$ cat src/hdl/local_bus_pkg.sv
package local_bus_pkg;

	// local i/o map (byte addresses on the local bus)
	localparam logic [9:0] IO_ERROR_PORT     = 10'h078;
	localparam logic [9:0] IO_OPERATING_PORT = 10'h079;
	localparam logic [9:0] IO_DIAG_PORT      = 10'h080;
	localparam logic [9:0] IO_DISPLAY_CTRL   = 10'h223;
	localparam logic [9:0] IO_SRAM_PAGE      = 10'h228;
	localparam logic [9:0] IO_BOARD_STATUS   = 10'h234;
	localparam logic [9:0] IO_SUPPLY_CTRL    = 10'h235;
	localparam logic [9:0] IO_NMI_LOW        = 10'h237;
	localparam logic [9:0] IO_NMI_HIGH       = 10'h238;
	localparam logic [9:0] IO_OPTLINK_FIRST  = 10'h280;
	localparam logic [9:0] IO_OPTLINK_LAST   = 10'h29F;

	// local memory map
	localparam logic [19:0] MEM_HOST_IRQ_CELL  = 20'hD_1FFE;
	localparam logic [19:0] MEM_LOCAL_CLR_CELL = 20'hD_1FFC;
	localparam logic [4:0]  MEM_SRAM_WINDOW    = 5'h1B;
	localparam int          SRAM_PAGE_BITS     = 5;
	localparam int          SRAM_OFFSET_BITS   = 15;

	// host side dp-ram offsets (within the 8 KB page)
	localparam logic [12:0] HOST_SET_LOCAL_CELL = 13'h1FFC;
	localparam logic [12:0] HOST_CLR_HOST_CELL  = 13'h1FFE;
	localparam logic [12:0] HOST_IRQ_SELECT     = 13'h1FFA;
	localparam logic [2:0]  HOST_IRQ_OFF        = 3'h7;
	localparam int          HOST_IRQ_LINES      = 7;

	// field positions
	localparam int DISPLAY_SOURCE_BIT    = 4;
	localparam int ALTERNATE_DISPLAY_BIT = 7;
	localparam int SHUTDOWN_BIT          = 0;
	localparam int ST_MAINS_BIT          = 0;
	localparam int ST_UPDATE_BIT         = 1;
	localparam int ST_RUN_BIT            = 2;
	localparam int ST_BATTERY_LOW_BIT    = 3;
	localparam int ST_CHARGE_WARN_BIT    = 4;

	// reset values
	localparam logic [7:0]  DISPLAY_CTRL_RESET = 8'h00;
	localparam logic [15:0] NMI_INTERVAL_RESET = 16'h0000;
	localparam logic [7:0]  BYTE_RESET         = 8'h00;

	// timing
	localparam int CLK_FREQ_KHZ      = 125_000;
	localparam int ERR_ALT_TIME_MS   = 2_000;
	localparam int ERR_ALT_CYCLES    = ERR_ALT_TIME_MS * CLK_FREQ_KHZ;
	localparam int NMI_TICK_TIME_US  = 1;
	localparam int NMI_TICK_CYCLES   = NMI_TICK_TIME_US * CLK_FREQ_KHZ / 1000;

	// pin inputs, all asynchronous to sys_clk
	typedef struct packed {
		logic        powerGood;
		logic        mainsOk;
		logic        batteryLow;
		logic        chargeWarn;
		logic        updateSw;
		logic        runSw;
		logic        resetKey;
		logic        hostNmiJumper;
		logic [15:0] localIrqJumper;
	} pins_s;

	localparam int PINS_W = $bits(pins_s);

	typedef enum logic {
		SHOW_MAIN  = 1'b0,
		SHOW_ERROR = 1'b1
	} phase_e;

	// segment order gfedcba, active high
	function automatic logic [6:0] hexSegments(input logic [3:0] nib);
		case (nib)
			4'h0: hexSegments = 7'h3F;
			4'h1: hexSegments = 7'h06;
			4'h2: hexSegments = 7'h5B;
			4'h3: hexSegments = 7'h4F;
			4'h4: hexSegments = 7'h66;
			4'h5: hexSegments = 7'h6D;
			4'h6: hexSegments = 7'h7D;
			4'h7: hexSegments = 7'h07;
			4'h8: hexSegments = 7'h7F;
			4'h9: hexSegments = 7'h6F;
			4'hA: hexSegments = 7'h77;
			4'hB: hexSegments = 7'h7C;
			4'hC: hexSegments = 7'h39;
			4'hD: hexSegments = 7'h5E;
			4'hE: hexSegments = 7'h79;
			default: hexSegments = 7'h71;
		endcase
	endfunction

endpackage
$ cat src/hdl/local_bus_periphery_logic.sv
`timescale 1ns/1ps

// What this block does
// - local word write raises host interrupt if enabled
// - host read of that cell drops interrupt
// - local read of clear cell drops local interrupt
// - both cells still store and return data
// - local interrupt leaves only on jumpered lines
// - sram reached as 32 pages of 32KB
// - sram blocked while supply below threshold
// - control bit selects diagnostic or operating display
// - two hex digits, blank zero upper digit
// - error byte bit7 alternates display every 2s
// - error byte bit7 clear has no effect
// - status port returns switches, battery, mains
// - mains indication appears in status bit 0
// - battery low drives its status bit high
// - supply control bit0 asserts shutdown line
// - charge warning readable in status port
// - nonzero 16-bit interval gives periodic nmi
// - host nmi jumper copies nmi to host
// - reset key resets local cpu only
// - optical link master decodes 280h-29fh i/o
module local_bus_periphery_logic
	import local_bus_pkg::*;
#(
	parameter int ERR_ALT_COUNT  = ERR_ALT_CYCLES,
	parameter int NMI_TICK_COUNT = NMI_TICK_CYCLES,
	parameter bit OPTLINK_IN_MEM = 1'b0,
	parameter logic [19:0] OPTLINK_MEM_BASE = 20'hC_8000
)(
	input  wire logic        sys_clk,
	input  wire logic        reset,
	input  wire logic        ioWr,
	input  wire logic        ioRd,
	input  wire logic [9:0]  ioAddr,
	input  wire logic [7:0]  ioWrData,
	output logic      [7:0]  ioRdData,
	input  wire logic        memWr,
	input  wire logic        memRd,
	input  wire logic [19:0] memAddr,
	input  wire logic [15:0] memWrData,
	output logic      [15:0] memRdData,
	output logic             memRdHit,
	input  wire logic        hostWr,
	input  wire logic        hostRd,
	input  wire logic [12:0] hostAddr,
	input  wire logic [15:0] hostWrData,
	output logic      [15:0] hostRdData,
	output logic             hostRdHit,
	output logic      [6:0]  hostIrq,
	output logic      [15:0] localIrq,
	output logic             sramSel,
	output logic             sramWe,
	output logic      [19:0] sramAddr,
	output logic      [6:0]  segHigh,
	output logic      [6:0]  segLow,
	input  wire pins_s       pins,
	output logic             supplyOff,
	output logic             nmiLocal,
	output logic             nmiHost,
	output logic             localCpuReset,
	output logic             optLinkSel
);

	// two-stage synchroniser for all pin inputs
	logic [PINS_W-1:0] syncA_reg;
	logic [PINS_W-1:0] syncB_reg;
	pins_s             pinS;

	genvar gi;
	generate
		for (gi = 0; gi < PINS_W; gi++) begin : g_sync
			always_ff @(posedge sys_clk) begin
				syncA_reg[gi] <= pins[gi];
				syncB_reg[gi] <= syncA_reg[gi];
			end
		end
	endgenerate

	assign pinS = pins_s'(syncB_reg);

	// decodes
	logic ioWrErr;
	logic ioWrOper;
	logic ioWrDiag;
	logic ioWrCtrl;
	logic ioWrPage;
	logic ioWrSupply;
	logic ioWrNmiLo;
	logic ioWrNmiHi;
	logic memHostCell;
	logic memClrCell;
	logic memSramWin;
	logic hostSetCell;
	logic hostClrCell;
	logic hostSelCell;

	assign ioWrErr     = ioWr && ioAddr == IO_ERROR_PORT;
	assign ioWrOper    = ioWr && ioAddr == IO_OPERATING_PORT;
	assign ioWrDiag    = ioWr && ioAddr == IO_DIAG_PORT;
	assign ioWrCtrl    = ioWr && ioAddr == IO_DISPLAY_CTRL;
	assign ioWrPage    = ioWr && ioAddr == IO_SRAM_PAGE;
	assign ioWrSupply  = ioWr && ioAddr == IO_SUPPLY_CTRL;
	assign ioWrNmiLo   = ioWr && ioAddr == IO_NMI_LOW;
	assign ioWrNmiHi   = ioWr && ioAddr == IO_NMI_HIGH;
	assign memHostCell = memAddr == MEM_HOST_IRQ_CELL;
	assign memClrCell  = memAddr == MEM_LOCAL_CLR_CELL;
	assign memSramWin  = memAddr[19:15] == MEM_SRAM_WINDOW;
	assign hostSetCell = hostAddr == HOST_SET_LOCAL_CELL;
	assign hostClrCell = hostAddr == HOST_CLR_HOST_CELL;
	assign hostSelCell = hostAddr == HOST_IRQ_SELECT;

	// mailbox cells; same word as seen from both sides
	logic [15:0] hostIrqCell_reg;
	logic [15:0] localIrqCell_reg;
	logic [2:0]  hostIrqSelect_reg;
	logic        hostPending_reg;
	logic        localPending_reg;

	// local write wins a same-cycle collision on a cell
	always_ff @(posedge sys_clk) begin
		if (reset) begin
			hostIrqCell_reg  <= 16'h0000;
			localIrqCell_reg <= 16'h0000;
		end else begin
			if (memWr && memHostCell)
				hostIrqCell_reg <= memWrData;
			else if (hostWr && hostClrCell)
				hostIrqCell_reg <= hostWrData;
			if (memWr && memClrCell)
				localIrqCell_reg <= memWrData;
			else if (hostWr && hostSetCell)
				localIrqCell_reg <= hostWrData;
		end
	end

	always_ff @(posedge sys_clk) begin
		if (reset)
			hostIrqSelect_reg <= HOST_IRQ_OFF;
		else if (hostWr && hostSelCell)
			hostIrqSelect_reg <= hostWrData[2:0];
	end

	// set wins over a clear in the same cycle
	always_ff @(posedge sys_clk) begin
		if (reset)
			hostPending_reg <= 1'b0;
		else if (memWr && memHostCell)
			hostPending_reg <= 1'b1;
		else if (hostRd && hostClrCell)
			hostPending_reg <= 1'b0;
	end

	always_ff @(posedge sys_clk) begin
		if (reset)
			localPending_reg <= 1'b0;
		else if (hostWr && hostSetCell)
			localPending_reg <= 1'b1;
		else if (memRd && memClrCell)
			localPending_reg <= 1'b0;
	end

	generate
		for (gi = 0; gi < HOST_IRQ_LINES; gi++) begin : g_host_irq
			always_ff @(posedge sys_clk) begin
				if (reset)
					hostIrq[gi] <= 1'b0;
				else
					hostIrq[gi] <= hostPending_reg &&
						hostIrqSelect_reg == 3'(gi);
			end
		end
	endgenerate

	always_ff @(posedge sys_clk) begin
		if (reset)
			localIrq <= 16'h0000;
		else
			localIrq <= {16{localPending_reg}} &
				pinS.localIrqJumper;
	end

	// read data for the cells, one cycle after the strobe
	always_ff @(posedge sys_clk) begin
		if (reset) begin
			memRdData <= 16'h0000;
			memRdHit  <= 1'b0;
		end else begin
			memRdHit  <= memRd && (memHostCell || memClrCell);
			memRdData <= memClrCell ? localIrqCell_reg
				: hostIrqCell_reg;
		end
	end

	always_ff @(posedge sys_clk) begin
		if (reset) begin
			hostRdData <= 16'h0000;
			hostRdHit  <= 1'b0;
		end else begin
			hostRdHit  <= hostRd &&
				(hostSetCell || hostClrCell || hostSelCell);
			if (hostSelCell)
				hostRdData <= {13'h0000, hostIrqSelect_reg};
			else if (hostSetCell)
				hostRdData <= localIrqCell_reg;
			else
				hostRdData <= hostIrqCell_reg;
		end
	end

	// sram paging; upper page bits are ignored by design
	logic [7:0] sramPage_reg;

	always_ff @(posedge sys_clk) begin
		if (reset)
			sramPage_reg <= BYTE_RESET;
		else if (ioWrPage)
			sramPage_reg <= ioWrData;
	end

	always_ff @(posedge sys_clk) begin
		if (reset) begin
			sramSel  <= 1'b0;
			sramWe   <= 1'b0;
			sramAddr <= 20'h0_0000;
		end else begin
			sramSel  <= (memRd || memWr) && memSramWin &&
				pinS.powerGood;
			sramWe   <= memWr && memSramWin && pinS.powerGood;
			sramAddr <= {sramPage_reg[SRAM_PAGE_BITS-1:0],
				memAddr[SRAM_OFFSET_BITS-1:0]};
		end
	end

	// display
	logic [7:0] errByte_reg;
	logic [7:0] operByte_reg;
	logic [7:0] diagByte_reg;
	logic [7:0] dispCtrl_reg;
	phase_e     phase_reg;
	logic [31:0] altCount_reg;
	logic [7:0] mainByte;
	logic [7:0] shownByte;

	always_ff @(posedge sys_clk) begin
		if (reset) begin
			errByte_reg  <= BYTE_RESET;
			operByte_reg <= BYTE_RESET;
			diagByte_reg <= BYTE_RESET;
			dispCtrl_reg <= DISPLAY_CTRL_RESET;
		end else begin
			if (ioWrErr)
				errByte_reg <= ioWrData;
			if (ioWrOper)
				operByte_reg <= ioWrData;
			if (ioWrDiag)
				diagByte_reg <= ioWrData;
			if (ioWrCtrl)
				dispCtrl_reg <= ioWrData;
		end
	end

	assign mainByte = dispCtrl_reg[DISPLAY_SOURCE_BIT] ? operByte_reg
		: diagByte_reg;

	// alternation stops at once when the error byte loses bit 7
	always_ff @(posedge sys_clk) begin
		if (reset || !errByte_reg[ALTERNATE_DISPLAY_BIT]) begin
			phase_reg    <= SHOW_MAIN;
			altCount_reg <= 32'h0000_0000;
		end else if (altCount_reg == 32'(ERR_ALT_COUNT - 1)) begin
			altCount_reg <= 32'h0000_0000;
			case (phase_reg)
				SHOW_MAIN:  phase_reg <= SHOW_ERROR;
				SHOW_ERROR: phase_reg <= SHOW_MAIN;
				default:    phase_reg <= SHOW_MAIN;
			endcase
		end else begin
			altCount_reg <= altCount_reg + 32'h0000_0001;
		end
	end

	assign shownByte = (phase_reg == SHOW_ERROR) ? errByte_reg : mainByte;

	// segment order gfedcba, active high
	always_ff @(posedge sys_clk) begin
		if (reset) begin
			segHigh <= 7'h00;
			segLow  <= 7'h00;
		end else begin
			segHigh <= (shownByte[7:4] == 4'h0) ? 7'h00
				: hexSegments(shownByte[7:4]);
			segLow  <= hexSegments(shownByte[3:0]);
		end
	end

	// status port and supply shutdown
	logic [7:0] statusByte;

	always_comb begin
		statusByte                     = 8'h00;
		statusByte[ST_MAINS_BIT]       = pinS.mainsOk;
		statusByte[ST_UPDATE_BIT]      = pinS.updateSw;
		statusByte[ST_RUN_BIT]         = pinS.runSw;
		statusByte[ST_BATTERY_LOW_BIT] = pinS.batteryLow;
		statusByte[ST_CHARGE_WARN_BIT] = pinS.chargeWarn;
	end

	always_ff @(posedge sys_clk) begin
		if (reset)
			ioRdData <= 8'h00;
		else if (ioRd && ioAddr == IO_BOARD_STATUS)
			ioRdData <= statusByte;
		else
			ioRdData <= 8'h00;
	end

	// shutdown is sticky: once ordered, the supply stays off
	always_ff @(posedge sys_clk) begin
		if (reset)
			supplyOff <= 1'b0;
		else if (ioWrSupply && ioWrData[SHUTDOWN_BIT])
			supplyOff <= 1'b1;
	end

	// nmi timer
	logic [15:0] nmiInterval_reg;
	logic [15:0] nmiCount_reg;
	logic [15:0] tickCount_reg;
	logic        tick;
	logic        nmiFire;

	always_ff @(posedge sys_clk) begin
		if (reset)
			nmiInterval_reg <= NMI_INTERVAL_RESET;
		else if (ioWrNmiLo)
			nmiInterval_reg[7:0] <= ioWrData;
		else if (ioWrNmiHi)
			nmiInterval_reg[15:8] <= ioWrData;
	end

	always_ff @(posedge sys_clk) begin
		if (reset || tick)
			tickCount_reg <= 16'h0000;
		else
			tickCount_reg <= tickCount_reg + 16'h0001;
	end

	assign tick = tickCount_reg == 16'(NMI_TICK_COUNT - 1);
	assign nmiFire = tick && nmiInterval_reg != 16'h0000 &&
		nmiCount_reg <= 16'h0001;

	// a new nonzero interval takes effect at the next expiry; zero stops the nmi at once
	always_ff @(posedge sys_clk) begin
		if (reset || nmiInterval_reg == 16'h0000)
			nmiCount_reg <= 16'h0000;
		else if (nmiFire)
			nmiCount_reg <= nmiInterval_reg;
		else if (tick)
			nmiCount_reg <= nmiCount_reg - 16'h0001;
	end

	always_ff @(posedge sys_clk) begin
		if (reset) begin
			nmiLocal <= 1'b0;
			nmiHost  <= 1'b0;
		end else begin
			nmiLocal <= nmiFire;
			nmiHost  <= nmiFire && pinS.hostNmiJumper;
		end
	end

	// local reset key reaches only the local cpu; no host reset exists
	always_ff @(posedge sys_clk) begin
		if (reset)
			localCpuReset <= 1'b0;
		else
			localCpuReset <= pinS.resetKey;
	end

	always_ff @(posedge sys_clk) begin
		if (reset)
			optLinkSel <= 1'b0;
		else if (OPTLINK_IN_MEM)
			optLinkSel <= (memRd || memWr) &&
				memAddr[19:5] == OPTLINK_MEM_BASE[19:5];
		else
			optLinkSel <= (ioRd || ioWr) &&
				ioAddr >= IO_OPTLINK_FIRST &&
				ioAddr <= IO_OPTLINK_LAST;
	end

	// relies on software: supplyOff has no save interlock
endmodule

$ cat config.mk
export PLATFORM = sky130hd
export DESIGN_NAME = local_bus_periphery_logic
export DESIGN_NICKNAME = d
export VERILOG_FILES = /design/src/hdl/local_bus_pkg.sv /design/src/hdl/local_bus_periphery_logic.sv
export SDC_FILE = /design/constraint.sdc
export NUM_CORES = 1
export LEC_CHECK = 0
export BUFFER_PORTS_ARGS = -buffer_cell sky130_fd_sc_hd__clkbuf_2
export CORE_MARGIN = 10
export CORE_UTILIZATION = 55
export DETAILED_ROUTE_END_ITERATION = 6
export PLACE_DENSITY = 0.8
export SLEW_MARGIN = 20
export SYNTH_ARGS = -nofsm -noshare
export SYNTH_HDL_FRONTEND = slang
export SYNTH_SLANG_ARGS = --single-unit
$ cat constraint.sdc
create_clock -name sys_clk -period 4.3 [get_ports sys_clk]
set_input_delay 0.215 -clock sys_clk [delete_from_list [all_inputs] [get_ports sys_clk]]
set_output_delay 0.215 -clock sys_clk [all_outputs]
set_load 0.01 [all_outputs]
==> flow_summary.yaml <==
power:
  p_leak_nw: 5.850
  p_total_mw: 5.689
  p_per_area_nw_per_um2: 399.4
  vdd_drop_max_v: 0.0003300
global_routing:
  antenna_found_initial: 0
  grt_pass1_wl_um: 48750
  grt.total_usage_pct: 21.92
  grt_start_max_net_pins: 58
  grt_pass1_vias: 9697
  grt_overflow: 0
timing:
  max_slew_margin_pct: 33.83
  final_hold_viol_count: 0
  fin_ws_ns: 1.563
  tns_ns: 0
  rsz0062_at_grt: "false"
  fin_crit_ns: 2.737
  setup_viol: 0
  drv_slew: 0
  fmax_ghz: 0.3654
  finalCritPeriodShare_pct: 63.64
  worstMarginPinSlew_ns: 0.9905
  finClkSkew_ns: 0.01491
yosys:
  synthDistinctLibCells: 53
  synth_edf_count: 0
  synth_common_cells: "dfxtp_1 (299), nor2_1 (173), nand2_1 (118), mux2i_1 (89), a21oi_1 (61)"
  synthFlopType: "dfxtp_1"
  avgSynthCellArea_sq_um: 9.411
  synth_top_area_share_pct: 53.00
  ys_ff_latch: 299
  netlist_area_sq_um: 11290
  synthCells: 1200
  synthArstFlopShare_pct: 0
  ys_seq_area_share_pct: 53.00
  yosysTopAreaCell: "dfxtp_1"
  synth.area.top_cells: "dfxtp_1 (53%), mux2i_1 (7.9%), nor2_1 (5.8%)"
  yosysMostFrequentCell: "dfxtp_1"
  ys_warn_count: 0
status:
  status: "finished clean"
critical_path:
  end_kind: "flip-flop"
  cp.buffers_inverters: 1
  cp.arrival_ns: 3.16
  critPathMaxFanout: 22
  crit_path_start_kind: "flip-flop"
  crit_chain: "or4_1 -> nor4b_4 -> and3_1 -> buf_4 -> a21oi_1 -> o211ai_1 -> o21ai_1"
  r2r_end: "nmiCount_reg[7]"
  path_class: "flip-flop to flip-flop"
  cp-endpoint: "nmiCount_reg[7]"
  slowest_stage: "or4_1"
  r2r_slack_ns: 1.56
  crit_start: "nmiCount_reg[8]"
  crit_required_ns: 4.72
  reg2regPathDepth: 7
  crit_cells: 7
  cp_top_family: "simple AND/OR/NAND/NOR gates"
  critPathMaxStageDelay_ns: 0.67
  reg2reg_from: "nmiCount_reg[8]"
layout:
  fill_cells: 1437
  largest_reg_flops: 32
  antenna_cells: 0
  final_cells: 1759
  syn_to_final_growth_pct: 26.11
  nNetsFinal: 1600
  drive_above_1_share_pct: 19.01
place:
  preCtsSetupSlack_ns: 1.595
  dpl.cell_count: 1635
  hpwlAfterDp_um: 19960
  gp_congestion: 0.8618
  io_buffers: 217
die:
  initial_core_util_pct: 55.81
  rows: 52
  die_x_um: 163.3
  die_y_um: 163.3
  num_io_pins: 221
  die_area_sq_um: 26670
  core_sq_um: 20230
routing:
  drt_iter0_drc: 637
  ant_nets: 0
  wl_um: 30240
  drcViolationCount: 0
  wl_per_cell_um: 17.19
  dr.pass1.iters: 5
  num_vias: 9599
  vias_per_cell: 5.457
clock_network:
  cts.path.max_buffers: 3
  cts_setup_buffers: 0
  clk_pin_slew_ns: 0.06
  htreeDepth: 1
  clock_sinks: 299
  numCtsBuffers: 30
  cts_tree: "built"
  ctsResizeCount: 0
  hold_buffers: 69
  root_buffer: "clkbuf_16"
  insertion_delay_ns: 0.55
hold_path:
  hold_class: "input port to flip-flop"
  hp-start: "hostWrData[4]"
run:
  drv_cap: 0
## metal layers
metal	wire (um)	global-route usage, %	vias up
li1	-	-	4657
met1	11930	25.36	4514
met2	14880	37.67	373
met3	2725	6.569	55
met4	704	7.664	0
met5	0	0	-
## cells in the final DEF, fill, tap and decap left out, types with 4 or more instances in the layout
cell type / instances
nor2b_1: 24
and4_1: 5
nor3_1: 29
inv_1: 18
and2_1: 23
dfxtp_1: 299
nor3b_1: 4
a211oi_1: 33
nand2_1: 118
o21a_1: 6
buf_4: 9
clkbuf_8: 6
a311oi_1: 6
or3b_1: 4
nand3_1: 39
o21ai_0: 14
mux2i_1: 89
clkbuf_2: 216
dlygate4sd3_1: 69
xnor2_1: 15
nand4_1: 16
clkinv_2: 9
xor2_1: 28
a221oi_1: 6
nor4b_1: 4
ha_1: 19
a21oi_1: 61
and3_1: 13
or3_1: 8
o21ai_1: 21
nand2b_1: 9
nor2_1: 173
clkbuf_1: 4
clkbuf_16: 31
nor4_1: 23
## where the power goes
part | switching, mW | internal [mW]
logic | 0.108 | 0.103
clock network | 1.06 | 1.59
registers | 0.0129 | 2.81
## metrics by stage
stage	instance area [sq um]	hold slack, ns	utilization, %
global route	14240	0.007843	70.39
floorplan	11300	0.2427	-
global placement	12510	0.3099	61.84
finish	14240	0.01836	70.39
CTS	14240	0.005381	70.39
detailed placement	12530	0.3121	61.91
## how the worst min path moves through the flow
stage	endpoint	slack [ns]	cells past startpoint
2_1_floorplan	syncA_reg[0]	0.24	0
3_3_place_gp	pinS[21]	0.31	0
3_5_place_dp	pinS[3]	0.31	0
4_1_cts	hostIrqCell_reg[4]	0.005	3
5_1_grt	hostIrqCell_reg[13]	0.008	3
6_report	hostIrqCell_reg[4]	0.02	3
## layout make-up
class	instances	area, sq um	share of cell area [%]
sequential	299	5986	42.03
clock inverter	14	151.4	1.063
inverter	18	67.56	0.4744
multi-input combinational	822	4972	34.91
timing repair buffer	295	1854	13.02
clock buffer	41	873.3	6.132
tap	270	337.8	2.372
## cells by family (layout without fill, tap and decap cells)
kind of cell             count (synthesis)  after routing  synth area share (%)
multiplexers                            90             90                 7.988
AO/OA/AOI/OAI                          161            161                 8.764
AND/OR/NAND/NOR                        506            506                 21.68
other                                    1              3               0.03321
adder cells (fa/ha/maj)                 19             19                 2.105
flip-flops                             299            299                 53.00
XOR/XNOR                                43             43                 3.335
buffers and inverters                   81            368                 3.091
## worst register-to-register path, stage by stage (launching register included)
cell and delay, ns:
dfxtp_1 0.36, or4_1 0.67, nor4b_4 0.28, and3_1 0.63
buf_4 0.36, a21oi_1 0.07, o211ai_1 0.16, o21ai_1 0.08
Note: power is estimated with default switching activity, not from simulation.
